===== config.mk =====
export PLATFORM = sky130hd
export DESIGN_NAME = port_gpio
export DESIGN_NICKNAME = d
export VERILOG_FILES = /design/src/rtl/port_cfg_pkg.sv /design/src/rtl/pin_mode_store.sv /design/src/rtl/port_gpio.sv
export SDC_FILE = /design/constraint.sdc
export NUM_CORES = 1
export LEC_CHECK = 0
export BUFFER_PORTS_ARGS = -buffer_cell sky130_fd_sc_hd__buf_2
export CORE_MARGIN = 5
export CORE_UTILIZATION = 58
export DETAILED_ROUTE_END_ITERATION = 8
export PLACE_DENSITY_LB_ADDON = 0.1
export SLEW_MARGIN = 10
export SYNTH_ARGS = -nofsm -noshare
export SYNTH_HDL_FRONTEND = slang
export SYNTH_HIERARCHICAL = 1
export SYNTH_SLANG_ARGS = --single-unit

===== constraint.sdc =====
create_clock -name i_clk -period 13.3 [get_ports i_clk]
set_clock_uncertainty 0.05 [all_clocks]
set_input_delay 1.33 -clock i_clk [delete_from_list [all_inputs] [get_ports i_clk]]
set_output_delay 1.33 -clock i_clk [all_outputs]
set_load 0.05 [all_outputs]

===== src/rtl/port_cfg_pkg.sv =====
// Shared constants, field layouts and carrier types of the GPIO port block.
package port_cfg_pkg;

   // ****************************************************************
   // Register map
   // ****************************************************************
   localparam int ADDR_W = 8;
   localparam logic [7:0] OFS_PORT0_VALUE = 8'h80;
   localparam logic [7:0] OFS_PORT1_VALUE = 8'h90;
   localparam logic [7:0] OFS_PORT2_VALUE = 8'ha0;
   localparam logic [7:0] OFS_PORT3_VALUE = 8'hb0;
   // Direction registers sit one word above each value register.
   localparam logic [7:0] OFS_DIR_STEP = 8'h04;
   localparam logic [7:0] OFS_PORT3_CFG = 8'hc0;
   localparam logic [7:0] PORT_VALUE_RESET = 8'hff;
   localparam logic [7:0] PORT_DIR_RESET = 8'h00;

   // ****************************************************************
   // Pin configuration word layout
   // ****************************************************************
   localparam int CFG_CODE_MSB = 7;
   localparam int CFG_CODE_LSB = 5;
   localparam int CFG_RDPTR_BIT = 4;
   localparam int CFG_DIR_BIT = 3;
   localparam int CFG_IDX_MSB = 2;
   // Direction selector value that picks the output configuration.
   localparam logic DIR_SEL_OUTPUT = 1'b0;

   // ****************************************************************
   // Mode codes and their values after reset
   // ****************************************************************
   localparam logic [2:0] OUT_NORMAL = 3'h0;
   localparam logic [2:0] OUT_HIGH = 3'h3;
   localparam logic [1:0] IN_NO_PULL = 2'h0;
   localparam logic [1:0] IN_PULL_DOWN = 2'h1;
   localparam logic [1:0] IN_PULL_UP = 2'h2;
   localparam logic [1:0] IN_OFF = 2'h3;
   localparam logic [2:0] OUT_MODE_RESET = 3'h0;
   localparam logic [1:0] IN_MODE_RESET = 2'h0;

   // ****************************************************************
   // Carrier types
   // ****************************************************************
   typedef struct packed {
      logic psel;
      logic penable;
      logic pwrite;
      logic [7:0] paddr;
      logic [31:0] pwdata;
   } apb_req_type;

   typedef struct packed {
      logic en;
      logic sel_input;
      logic [2:0] index;
      logic [2:0] code;
   } mode_write_type;

   typedef enum logic [0:0] {
      APB_WAIT = 1'b0,
      APB_DONE = 1'b1
   } apb_state_type;

endpackage


===== src/rtl/pin_mode_store.sv =====
// Per-pin input and output mode storage with a registered read port.
`timescale 1ns/1ps
module pin_mode_store #(
   parameter int NUM_PINS = 8
) (
   // Clock and synchronised reset.
   input wire logic i_clk,
   input wire logic i_rst_n,
   // Mode update and read pointer.
   input wire port_cfg_pkg::mode_write_type i_wr,
   input wire logic [2:0] i_rd_index,
   input wire logic i_rd_input,
   // Registered read data and decoded pad controls.
   output logic [2:0] o_rd_code,
   output logic [7:0] o_high_drive,
   output logic [7:0] o_input_enable,
   output logic [7:0] o_pull_up,
   output logic [7:0] o_pull_down
);

   // Pin counts beyond the eight stored words cannot be served.
   if (NUM_PINS < 1 || NUM_PINS > 8) begin : g_bad_pins
      $error("NUM_PINS must lie between 1 and 8");
   end

   logic [2:0] out_mode_reg [8];
   logic [1:0] in_mode_reg [8];

   // Stored modes; pins beyond the package are never touched.
   always_ff @(posedge i_clk or negedge i_rst_n) begin
      if (!i_rst_n) begin
         for (int i = 0; i < 8; i++) begin
            out_mode_reg[i] <= port_cfg_pkg::OUT_MODE_RESET;
            in_mode_reg[i] <= port_cfg_pkg::IN_MODE_RESET;
         end
      end else if (i_wr.en && (int'(i_wr.index) < NUM_PINS)) begin
         if (i_wr.sel_input) begin
            in_mode_reg[i_wr.index] <= i_wr.code[1:0];
         end else begin
            out_mode_reg[i_wr.index] <= i_wr.code;
         end
      end
   end

   // Read data and pad controls come out of flip-flops.
   always_ff @(posedge i_clk or negedge i_rst_n) begin
      if (!i_rst_n) begin
         o_rd_code <= 3'h0;
         o_high_drive <= 8'h00;
         o_input_enable <= 8'hff;
         o_pull_up <= 8'h00;
         o_pull_down <= 8'h00;
      end else begin
         if (int'(i_rd_index) >= NUM_PINS) begin
            o_rd_code <= 3'h0;
         end else if (i_rd_input) begin
            o_rd_code <= {1'b0, in_mode_reg[i_rd_index]};
         end else begin
            o_rd_code <= out_mode_reg[i_rd_index];
         end
         for (int i = 0; i < 8; i++) begin
            o_high_drive[i] <=
               out_mode_reg[i] == port_cfg_pkg::OUT_HIGH;
            o_input_enable[i] <=
               in_mode_reg[i] != port_cfg_pkg::IN_OFF;
            o_pull_up[i] <= in_mode_reg[i] == port_cfg_pkg::IN_PULL_UP;
            o_pull_down[i] <= in_mode_reg[i] == port_cfg_pkg::IN_PULL_DOWN;
         end
      end
   end

endmodule


===== src/rtl/port_gpio.sv =====
// APB register block for four GPIO ports and indirect port 3 pin modes.
//
// How it works
// Direction selector bit zero chooses output configuration, one chooses input.
// Read-pointer write stores pin index and direction selector for later reads.
// Read-pointer write ignores the mode field and changes no pin mode.
// Without read-pointer flag, the addressed pin's chosen mode takes the code.
// Output mode code sits in bits 7:5; only 000 and 011 accepted.
// Output code 000 gives normal drive, 011 gives high drive.
// Input code 11 turns the input buffer off; others keep it on.
// Configuration read returns the mode of the pointed pin and direction.
// Four eight-bit read/write port value registers, reset to all ones.
// Mode writes naming a pin beyond the package change nothing at all; pointer writes still store the index.
//
// Implementation choice: register access over APB.
`timescale 1ns/1ps
module port_gpio #(
   parameter int NUM_PINS = 8
) (
   // Clock and asynchronous active-low reset.
   input wire logic i_clk,
   input wire logic i_resetn,
   // APB slave.
   input wire port_cfg_pkg::apb_req_type i_apb,
   output logic o_pready,
   output logic [31:0] o_prdata,
   output logic o_pslverr,
   // Port pins, three signals per two-way pin.
   input wire logic [3:0][7:0] i_port_pins,
   output logic [3:0][7:0] o_port_out,
   output logic [3:0][7:0] o_port_oe,
   // Port 3 pad controls.
   output logic [7:0] o_port3_high_drive,
   output logic [7:0] o_port3_input_enable,
   output logic [7:0] o_port3_pull_up,
   output logic [7:0] o_port3_pull_down
);

   // ****************************************************************
   // Elaboration check
   // ****************************************************************
   if (NUM_PINS < 1 || NUM_PINS > 8) begin : g_bad_pins
      $error("NUM_PINS must lie between 1 and 8");
   end

   // ****************************************************************
   // Reset release
   // ****************************************************************
   logic rst_meta_reg;
   logic rst_n;

   // Two flops so the release never lands close to a clock edge.
   always_ff @(posedge i_clk or negedge i_resetn) begin
      if (!i_resetn) begin
         rst_meta_reg <= 1'b0;
         rst_n <= 1'b0;
      end else begin
         rst_meta_reg <= 1'b1;
         rst_n <= rst_meta_reg;
      end
   end

   // ****************************************************************
   // Decode helpers
   // ****************************************************************
   // Returns the port number whose value or direction word is addressed.
   function automatic logic [1:0] port_of(input logic [7:0] addr);
      port_of = addr[5:4];
   endfunction

   // Only the two documented output codes may reach the pad.
   function automatic logic out_code_legal(input logic [2:0] code);
      out_code_legal = (code == port_cfg_pkg::OUT_NORMAL) ||
                       (code == port_cfg_pkg::OUT_HIGH);
   endfunction

   // ****************************************************************
   // APB handshake
   // ****************************************************************
   port_cfg_pkg::apb_state_type state_reg;
   port_cfg_pkg::apb_state_type state_next;
   logic access;
   logic done;
   logic wr_done;

   // The answer comes one cycle into the access phase, so every transfer
   // takes exactly three cycles; this keeps read data fully registered.
   assign access = i_apb.psel && i_apb.penable;
   assign done = access && (state_reg == port_cfg_pkg::APB_DONE);
   assign wr_done = done && i_apb.pwrite;

   always_comb begin
      case (state_reg)
         port_cfg_pkg::APB_WAIT: begin
            state_next = access ? port_cfg_pkg::APB_DONE :
                                  port_cfg_pkg::APB_WAIT;
         end
         port_cfg_pkg::APB_DONE: begin
            state_next = port_cfg_pkg::APB_WAIT;
         end
         default: begin
            state_next = port_cfg_pkg::APB_WAIT;
         end
      endcase
   end

   // ****************************************************************
   // Address decode
   // ****************************************************************
   logic [1:0] port_sel;
   logic value_hit;
   logic dir_hit;
   logic cfg_hit;
   logic any_hit;

   assign port_sel = port_of(i_apb.paddr);
   assign value_hit = (i_apb.paddr[7:6] == 2'h2) &&
                      (i_apb.paddr[3:0] == 4'h0);
   assign dir_hit = (i_apb.paddr[7:6] == 2'h2) &&
                    (i_apb.paddr[3:0] == port_cfg_pkg::OFS_DIR_STEP[3:0]);
   assign cfg_hit = i_apb.paddr == port_cfg_pkg::OFS_PORT3_CFG;
   assign any_hit = value_hit || dir_hit || cfg_hit;

   // ****************************************************************
   // Port value and direction registers
   // ****************************************************************
   logic [3:0][7:0] value_reg;
   logic [3:0][7:0] dir_reg;

   // A write lands only at the edge where the transfer completes.
   always_ff @(posedge i_clk or negedge rst_n) begin
      if (!rst_n) begin
         for (int p = 0; p < 4; p++) begin
            value_reg[p] <= port_cfg_pkg::PORT_VALUE_RESET;
            dir_reg[p] <= port_cfg_pkg::PORT_DIR_RESET;
         end
      end else if (wr_done && value_hit) begin
         value_reg[port_sel] <= i_apb.pwdata[7:0];
      end else if (wr_done && dir_hit) begin
         dir_reg[port_sel] <= i_apb.pwdata[7:0];
      end
   end

   // ****************************************************************
   // Pin configuration write path
   // ****************************************************************
   logic [2:0] cfg_code;
   logic cfg_rdptr;
   logic cfg_sel_input;
   logic [2:0] cfg_index;
   logic cfg_wr;
   logic code_ok;
   logic index_ok;
   port_cfg_pkg::mode_write_type mode_wr;

   assign cfg_code = i_apb.pwdata[port_cfg_pkg::CFG_CODE_MSB:
                                  port_cfg_pkg::CFG_CODE_LSB];
   assign cfg_rdptr = i_apb.pwdata[port_cfg_pkg::CFG_RDPTR_BIT];
   assign cfg_sel_input = i_apb.pwdata[port_cfg_pkg::CFG_DIR_BIT] !=
                          port_cfg_pkg::DIR_SEL_OUTPUT;
   assign cfg_index = i_apb.pwdata[port_cfg_pkg::CFG_IDX_MSB:0];
   assign cfg_wr = wr_done && cfg_hit;
   // Illegal output codes are dropped rather than left to reach the pad.
   assign code_ok = cfg_sel_input || out_code_legal(cfg_code);
   assign index_ok = int'(cfg_index) < NUM_PINS;

   // Pointer writes never update a mode.
   assign mode_wr.en = cfg_wr && !cfg_rdptr && code_ok && index_ok;
   assign mode_wr.sel_input = cfg_sel_input;
   assign mode_wr.index = cfg_index;
   assign mode_wr.code = cfg_code;

   // ****************************************************************
   // Read pointer
   // ****************************************************************
   logic [2:0] ptr_index_reg;
   logic ptr_input_reg;

   always_ff @(posedge i_clk or negedge rst_n) begin
      if (!rst_n) begin
         ptr_index_reg <= 3'h0;
         ptr_input_reg <= 1'b0;
      end else if (cfg_wr && cfg_rdptr) begin
         ptr_index_reg <= cfg_index;
         ptr_input_reg <= cfg_sel_input;
      end
   end

   // ****************************************************************
   // Mode storage
   // ****************************************************************
   logic [2:0] rd_code;
   logic [7:0] high_drive;
   logic [7:0] input_enable;
   logic [7:0] pull_up;
   logic [7:0] pull_down;

   pin_mode_store #(
      .NUM_PINS(NUM_PINS)
   ) u_store (
      .i_clk(i_clk),
      .i_rst_n(rst_n),
      .i_wr(mode_wr),
      .i_rd_index(ptr_index_reg),
      .i_rd_input(ptr_input_reg),
      .o_rd_code(rd_code),
      .o_high_drive(high_drive),
      .o_input_enable(input_enable),
      .o_pull_up(pull_up),
      .o_pull_down(pull_down)
   );

   assign o_port3_high_drive = high_drive;
   assign o_port3_input_enable = input_enable;
   assign o_port3_pull_up = pull_up;
   assign o_port3_pull_down = pull_down;

   // ****************************************************************
   // Read data
   // ****************************************************************
   logic [7:0] pin_view;
   logic [7:0] port_view;
   logic [7:0] cfg_view;
   logic [31:0] rdata_next;

   // Pins with the input buffer off read as zero on port 3.
   assign pin_view = (port_sel == 2'h3) ?
                     (i_port_pins[port_sel] & input_enable) :
                     i_port_pins[port_sel];
   // Driven bits read back the latch, sensed bits read the pin.
   assign port_view = (value_reg[port_sel] & dir_reg[port_sel]) |
                      (pin_view & ~dir_reg[port_sel]);
   assign cfg_view = {rd_code, 1'b0, ptr_input_reg, ptr_index_reg};
   assign rdata_next = value_hit ? {24'h0000_00, port_view} :
                       dir_hit ? {24'h0000_00, dir_reg[port_sel]} :
                       cfg_hit ? {24'h0000_00, cfg_view} :
                       32'h0000_0000;

   // Answer flops; data and error only change with the answer.
   always_ff @(posedge i_clk or negedge rst_n) begin
      if (!rst_n) begin
         state_reg <= port_cfg_pkg::APB_WAIT;
         o_pready <= 1'b0;
         o_prdata <= 32'h0000_0000;
         o_pslverr <= 1'b0;
      end else begin
         state_reg <= state_next;
         o_pready <= state_next == port_cfg_pkg::APB_DONE;
         if (access && state_reg == port_cfg_pkg::APB_WAIT) begin
            o_prdata <= i_apb.pwrite ? 32'h0000_0000 : rdata_next;
            o_pslverr <= !any_hit;
         end
      end
   end

   // ****************************************************************
   // Pin drive
   // ****************************************************************
   always_ff @(posedge i_clk or negedge rst_n) begin
      if (!rst_n) begin
         o_port_out <= {4{port_cfg_pkg::PORT_VALUE_RESET}};
         o_port_oe <= {4{port_cfg_pkg::PORT_DIR_RESET}};
      end else begin
         o_port_out <= value_reg;
         o_port_oe <= dir_reg;
      end
   end
endmodule


==> metrics.md <==
| Metric | Value |
|---|---|
| Seq pwr share | slightly below 50% |
| Number of H-tree levels | 1 |
| Largest family of logic cells by synthesized area | multiplexers |
| CTS sink count | 219 |
| FF-to-FF Start | state_reg |
| Crit Reg-Reg Endpoint | u_store/out_mode_reg[19] |
| Clock latency on the worst-skew pair | 0.50 ns |
| Warnings from Yosys | 6 |
| Hold WS | 0.287 ns |
| DR WL/cell | approximately 21 µm |
| Run status | finished, final reports clean |
| Mux cell area share after synthesis | a little under a quarter |
| # DRC | 0 |
| Cell row count | between 40 and 50 |
| GRT overflow | 0 |
| Final Cell Area | 10,500 µm² |
| Slew Viols, Final | 0 |
| Fin nets | around 820 |
| Global-route wire length before repair | approximately 31 mm |
| Max-cap violations | 0 |
| Worst Hold Class | flop to asynchronous set/reset pin |
| Unrepaired setup endpoints after global routing | false |
| Simple-gate portion of the synthesized area | 7.08% |
| Area leader, netlist | dfrtp_1 |
| DRT Pass-1 Iters | 5 |
| CP Launch Type | input pin |
| Die width | about 130 µm |
| Post-CTS sizing | 0 |
| Reg2reg path depth | 6 |
| CP Max Fanout | 30 |
| Switching Power | 308 µW |
| Fillers | between 1,000 and 1,500 |
| Type of the worst setup path | input pin to flop |
| Compound-Gate Fraction of Synth Area | under 10% |
| Actual slew at the worst max-slew pin | ~1.1 ns |
| Final TNS setup | 0 ns |
| Fraction of layout cells with a size suffix above 1 | between 50% and 60% |
| Leakage power | around 5.3 nW |
| Final worst path period share | ~29% |
| Primary FF master, synth | dfrtp_1 |
| Most frequent cell after synthesis | dfrtp_1 |
| Crit path DAT | approximately 4.2 ns |
| Synth-to-layout area growth | 18.0% |
| Final setup vio count | 0 |
| Internal power | approximately 1.1 mW |
| Net Sw Frac | 22.5% |
| IO buf count | around 160 |
| Grt peak-use layer | met2 |
| Synth top area cells | dfrtp_1 (42%), dfstp_2 (21%), mux2_2 (12%) |
| Peak VDD IR | 0.0967 mV |
| Most frequent cells after synthesis | dfrtp_1 (147), mux2_2 (95), dfstp_2 (72), mux4_2 (34), nand2_1 (33) |
| Clock buffer count from CTS | 22 |
| Vias/cell | around 5.7 |
| DR iter-0 viols | ~260 |
| All-layer global routing usage | 22.6% |
| Clk slew on worst S/H paths | roughly 0.060 ns |
| Vias | about 5,300 |
| Adder-cell area share of the yosys netlist | 0% |
| Largest net degree at the start of global routing | 91 |
| GP Congestion | approximately 0.85 |
| Post-CTS Hold Buffers | 0 |
| Core Area | around 15,000 µm² |
| Clock Power Share | between 40% and 50% |
| FMAX | 0.259 GHz |
| ANT cells | 0 |
| Final Util | between 60% and 70% |
| Mapped Area | around 8900 µm² |
| Avg Cell Area, Syn | about 15 µm² |
| Root buffer cell | clkbuf_16 |
| Reg-to-reg slack, setup | 10.46 ns |
| Share of the synthesized area in the top cell type | roughly 42% |
| Routed WL | 20.0 mm |
| Antenna violations before repair | 1 |
| Initial Util | between 50% and 60% |
| Max clock buf depth | 3 |
| Synthesized instance count | roughly 580 |
| #FFs+latches synth | 219 |
| Pwr/cell area | between 100 and 150 nW/µm² |
| Sequential cell area fraction in the yosys report | around 63% |
| Combinational power share | between 5 and 6% |
| Met1 usage | ~29% |
| Synth Area in XOR/XNOR | 0.0989% |
| Die H | between 100 and 150 µm |
| Num ports | slightly above 200 |
| Dpl hpwl | about 14 mm |
| Setup bufs post-CTS | 0 |
| Vias in the first global route | 5,596 |
| Antenna Nets Post-Route | 0 |
| EDFF count, synth | 0 |
| Ys async rst share | 100% |
| M2 GR Usage | 39.4% |
| Post-DP Area | 9720 µm² |
| Yosys cell types | 39 |
| Min Tclk post-route | between 3 and 4 ns |
| Final hold viol count | 0 |
| CTS tree | done |
| Setup crit end kind | flop |
| Die area | approximately 18,000 µm² |
| Max_slew headroom | 29.1% |
| GRT met3 Usage | under 10% |
| Critical Path RT | ~14 ns |
## power groups by stage
stage | clock network (mW) | logic, mW | registers [mW]
after floorplan | 0 | 0.0404 | 0.698
after global placement | 0 | 0.0700 | 0.686
after detailed placement | 0 | 0.0714 | 0.687
after CTS | 0.633 | 0.0717 | 0.675
after global routing | 0.662 | 0.0764 | 0.676
final | 0.623 | 0.0711 | 0.675
## cell usage in the layout, fill, tap and decap left out, drive strengths merged, types with 2 or more instances in the layout
| master | Yosys | final |
|---|---|---|
| nand3b | 4 | 4 |
| conb | 2 | 25 |
| nand3 | 8 | 8 |
| mux2i | 8 | 8 |
| dfrtp | 147 | 147 |
| nand2 | 33 | 33 |
| a21oi | 8 | 8 |
| mux2 | 108 | 108 |
| buf | 34 | 161 |
| a22oi | 9 | 9 |
| bufinv | 0 | 2 |
| nor3 | 5 | 5 |
| a21o | 7 | 7 |
| clkinvlp | 0 | 2 |
| nor2b | 18 | 18 |
| o211ai | 8 | 8 |
| dfstp | 72 | 72 |
| clkinv | 0 | 5 |
| clkbuf | 11 | 31 |
| and2 | 8 | 8 |
| nand4 | 2 | 2 |
| or3 | 6 | 6 |
| nor2 | 26 | 26 |
| mux4 | 34 | 34 |
| nand2b | 6 | 6 |
| inv | 5 | 5 |
## area by class of cell
class | count | area [µm²] | area share (%)
clock buffer | 31 | 636 | 6.08
clock inverter | 9 | 104 | 0.993
inverter | 5 | 18.8 | 0.179
multi-input combinational | 332 | 3080 | 29.4
sequential | 219 | 5570 | 53.3
tap | 188 | 235 | 2.25
timing repair buffer | 161 | 813 | 7.78
## worst max-delay path: stages
cell and delay [ns]:
buf_2 0.09, buf_4 0.28, or3_1 0.46, or4_1 0.48
nor3_1 0.51, nand3b_1 0.28, or3_4 0.43, mux2_4 0.31
## stage by stage
stage / total power, mW / setup slack, ns / instances
after floorplan: 0.739 / 6.82 / 601
after global placement: 0.756 / 8.98 / 905
after detailed placement: 0.758 / 8.97 / 905
after CTS: 1.38 / 9.49 / 945
after global routing: 1.41 / 9.31 / 945
final: 1.37 / 9.44 / 945
## worst max path at each step
stage | from | endpoint | slack, ns | cells past startpoint
floorplan | rst_n | dir_reg[0] | 6.82 | 0
global placement | i_apb[36] | u_store/out_mode_reg[20] | 8.98 | 8
detailed placement | i_apb[36] | u_store/out_mode_reg[18] | 8.97 | 8
CTS | i_apb[36] | u_store/out_mode_reg[19] | 9.49 | 8
global route | i_apb[36] | u_store/out_mode_reg[3] | 9.31 | 8
finish | i_apb[36] | u_store/out_mode_reg[19] | 9.44 | 8
## routing by layer
layer / share of wire, % / vias to the layer above
met2: 52 / 192
met5: 0.065 / -
met1: 39 / 2783
met4: 2.2 / 2
li1: - / 2336
met3: 6.2 / 35
## cell families after synthesis
group / count (synthesis)
DFF: 219
xor gates and xnor gates: 1
buffers and inverters: 50
muxes: 150
and+or+nand+nor: 122
other: 2
AOI/OAI and AO/OA: 34
Note: power is estimated with default switching activity, not from simulation.
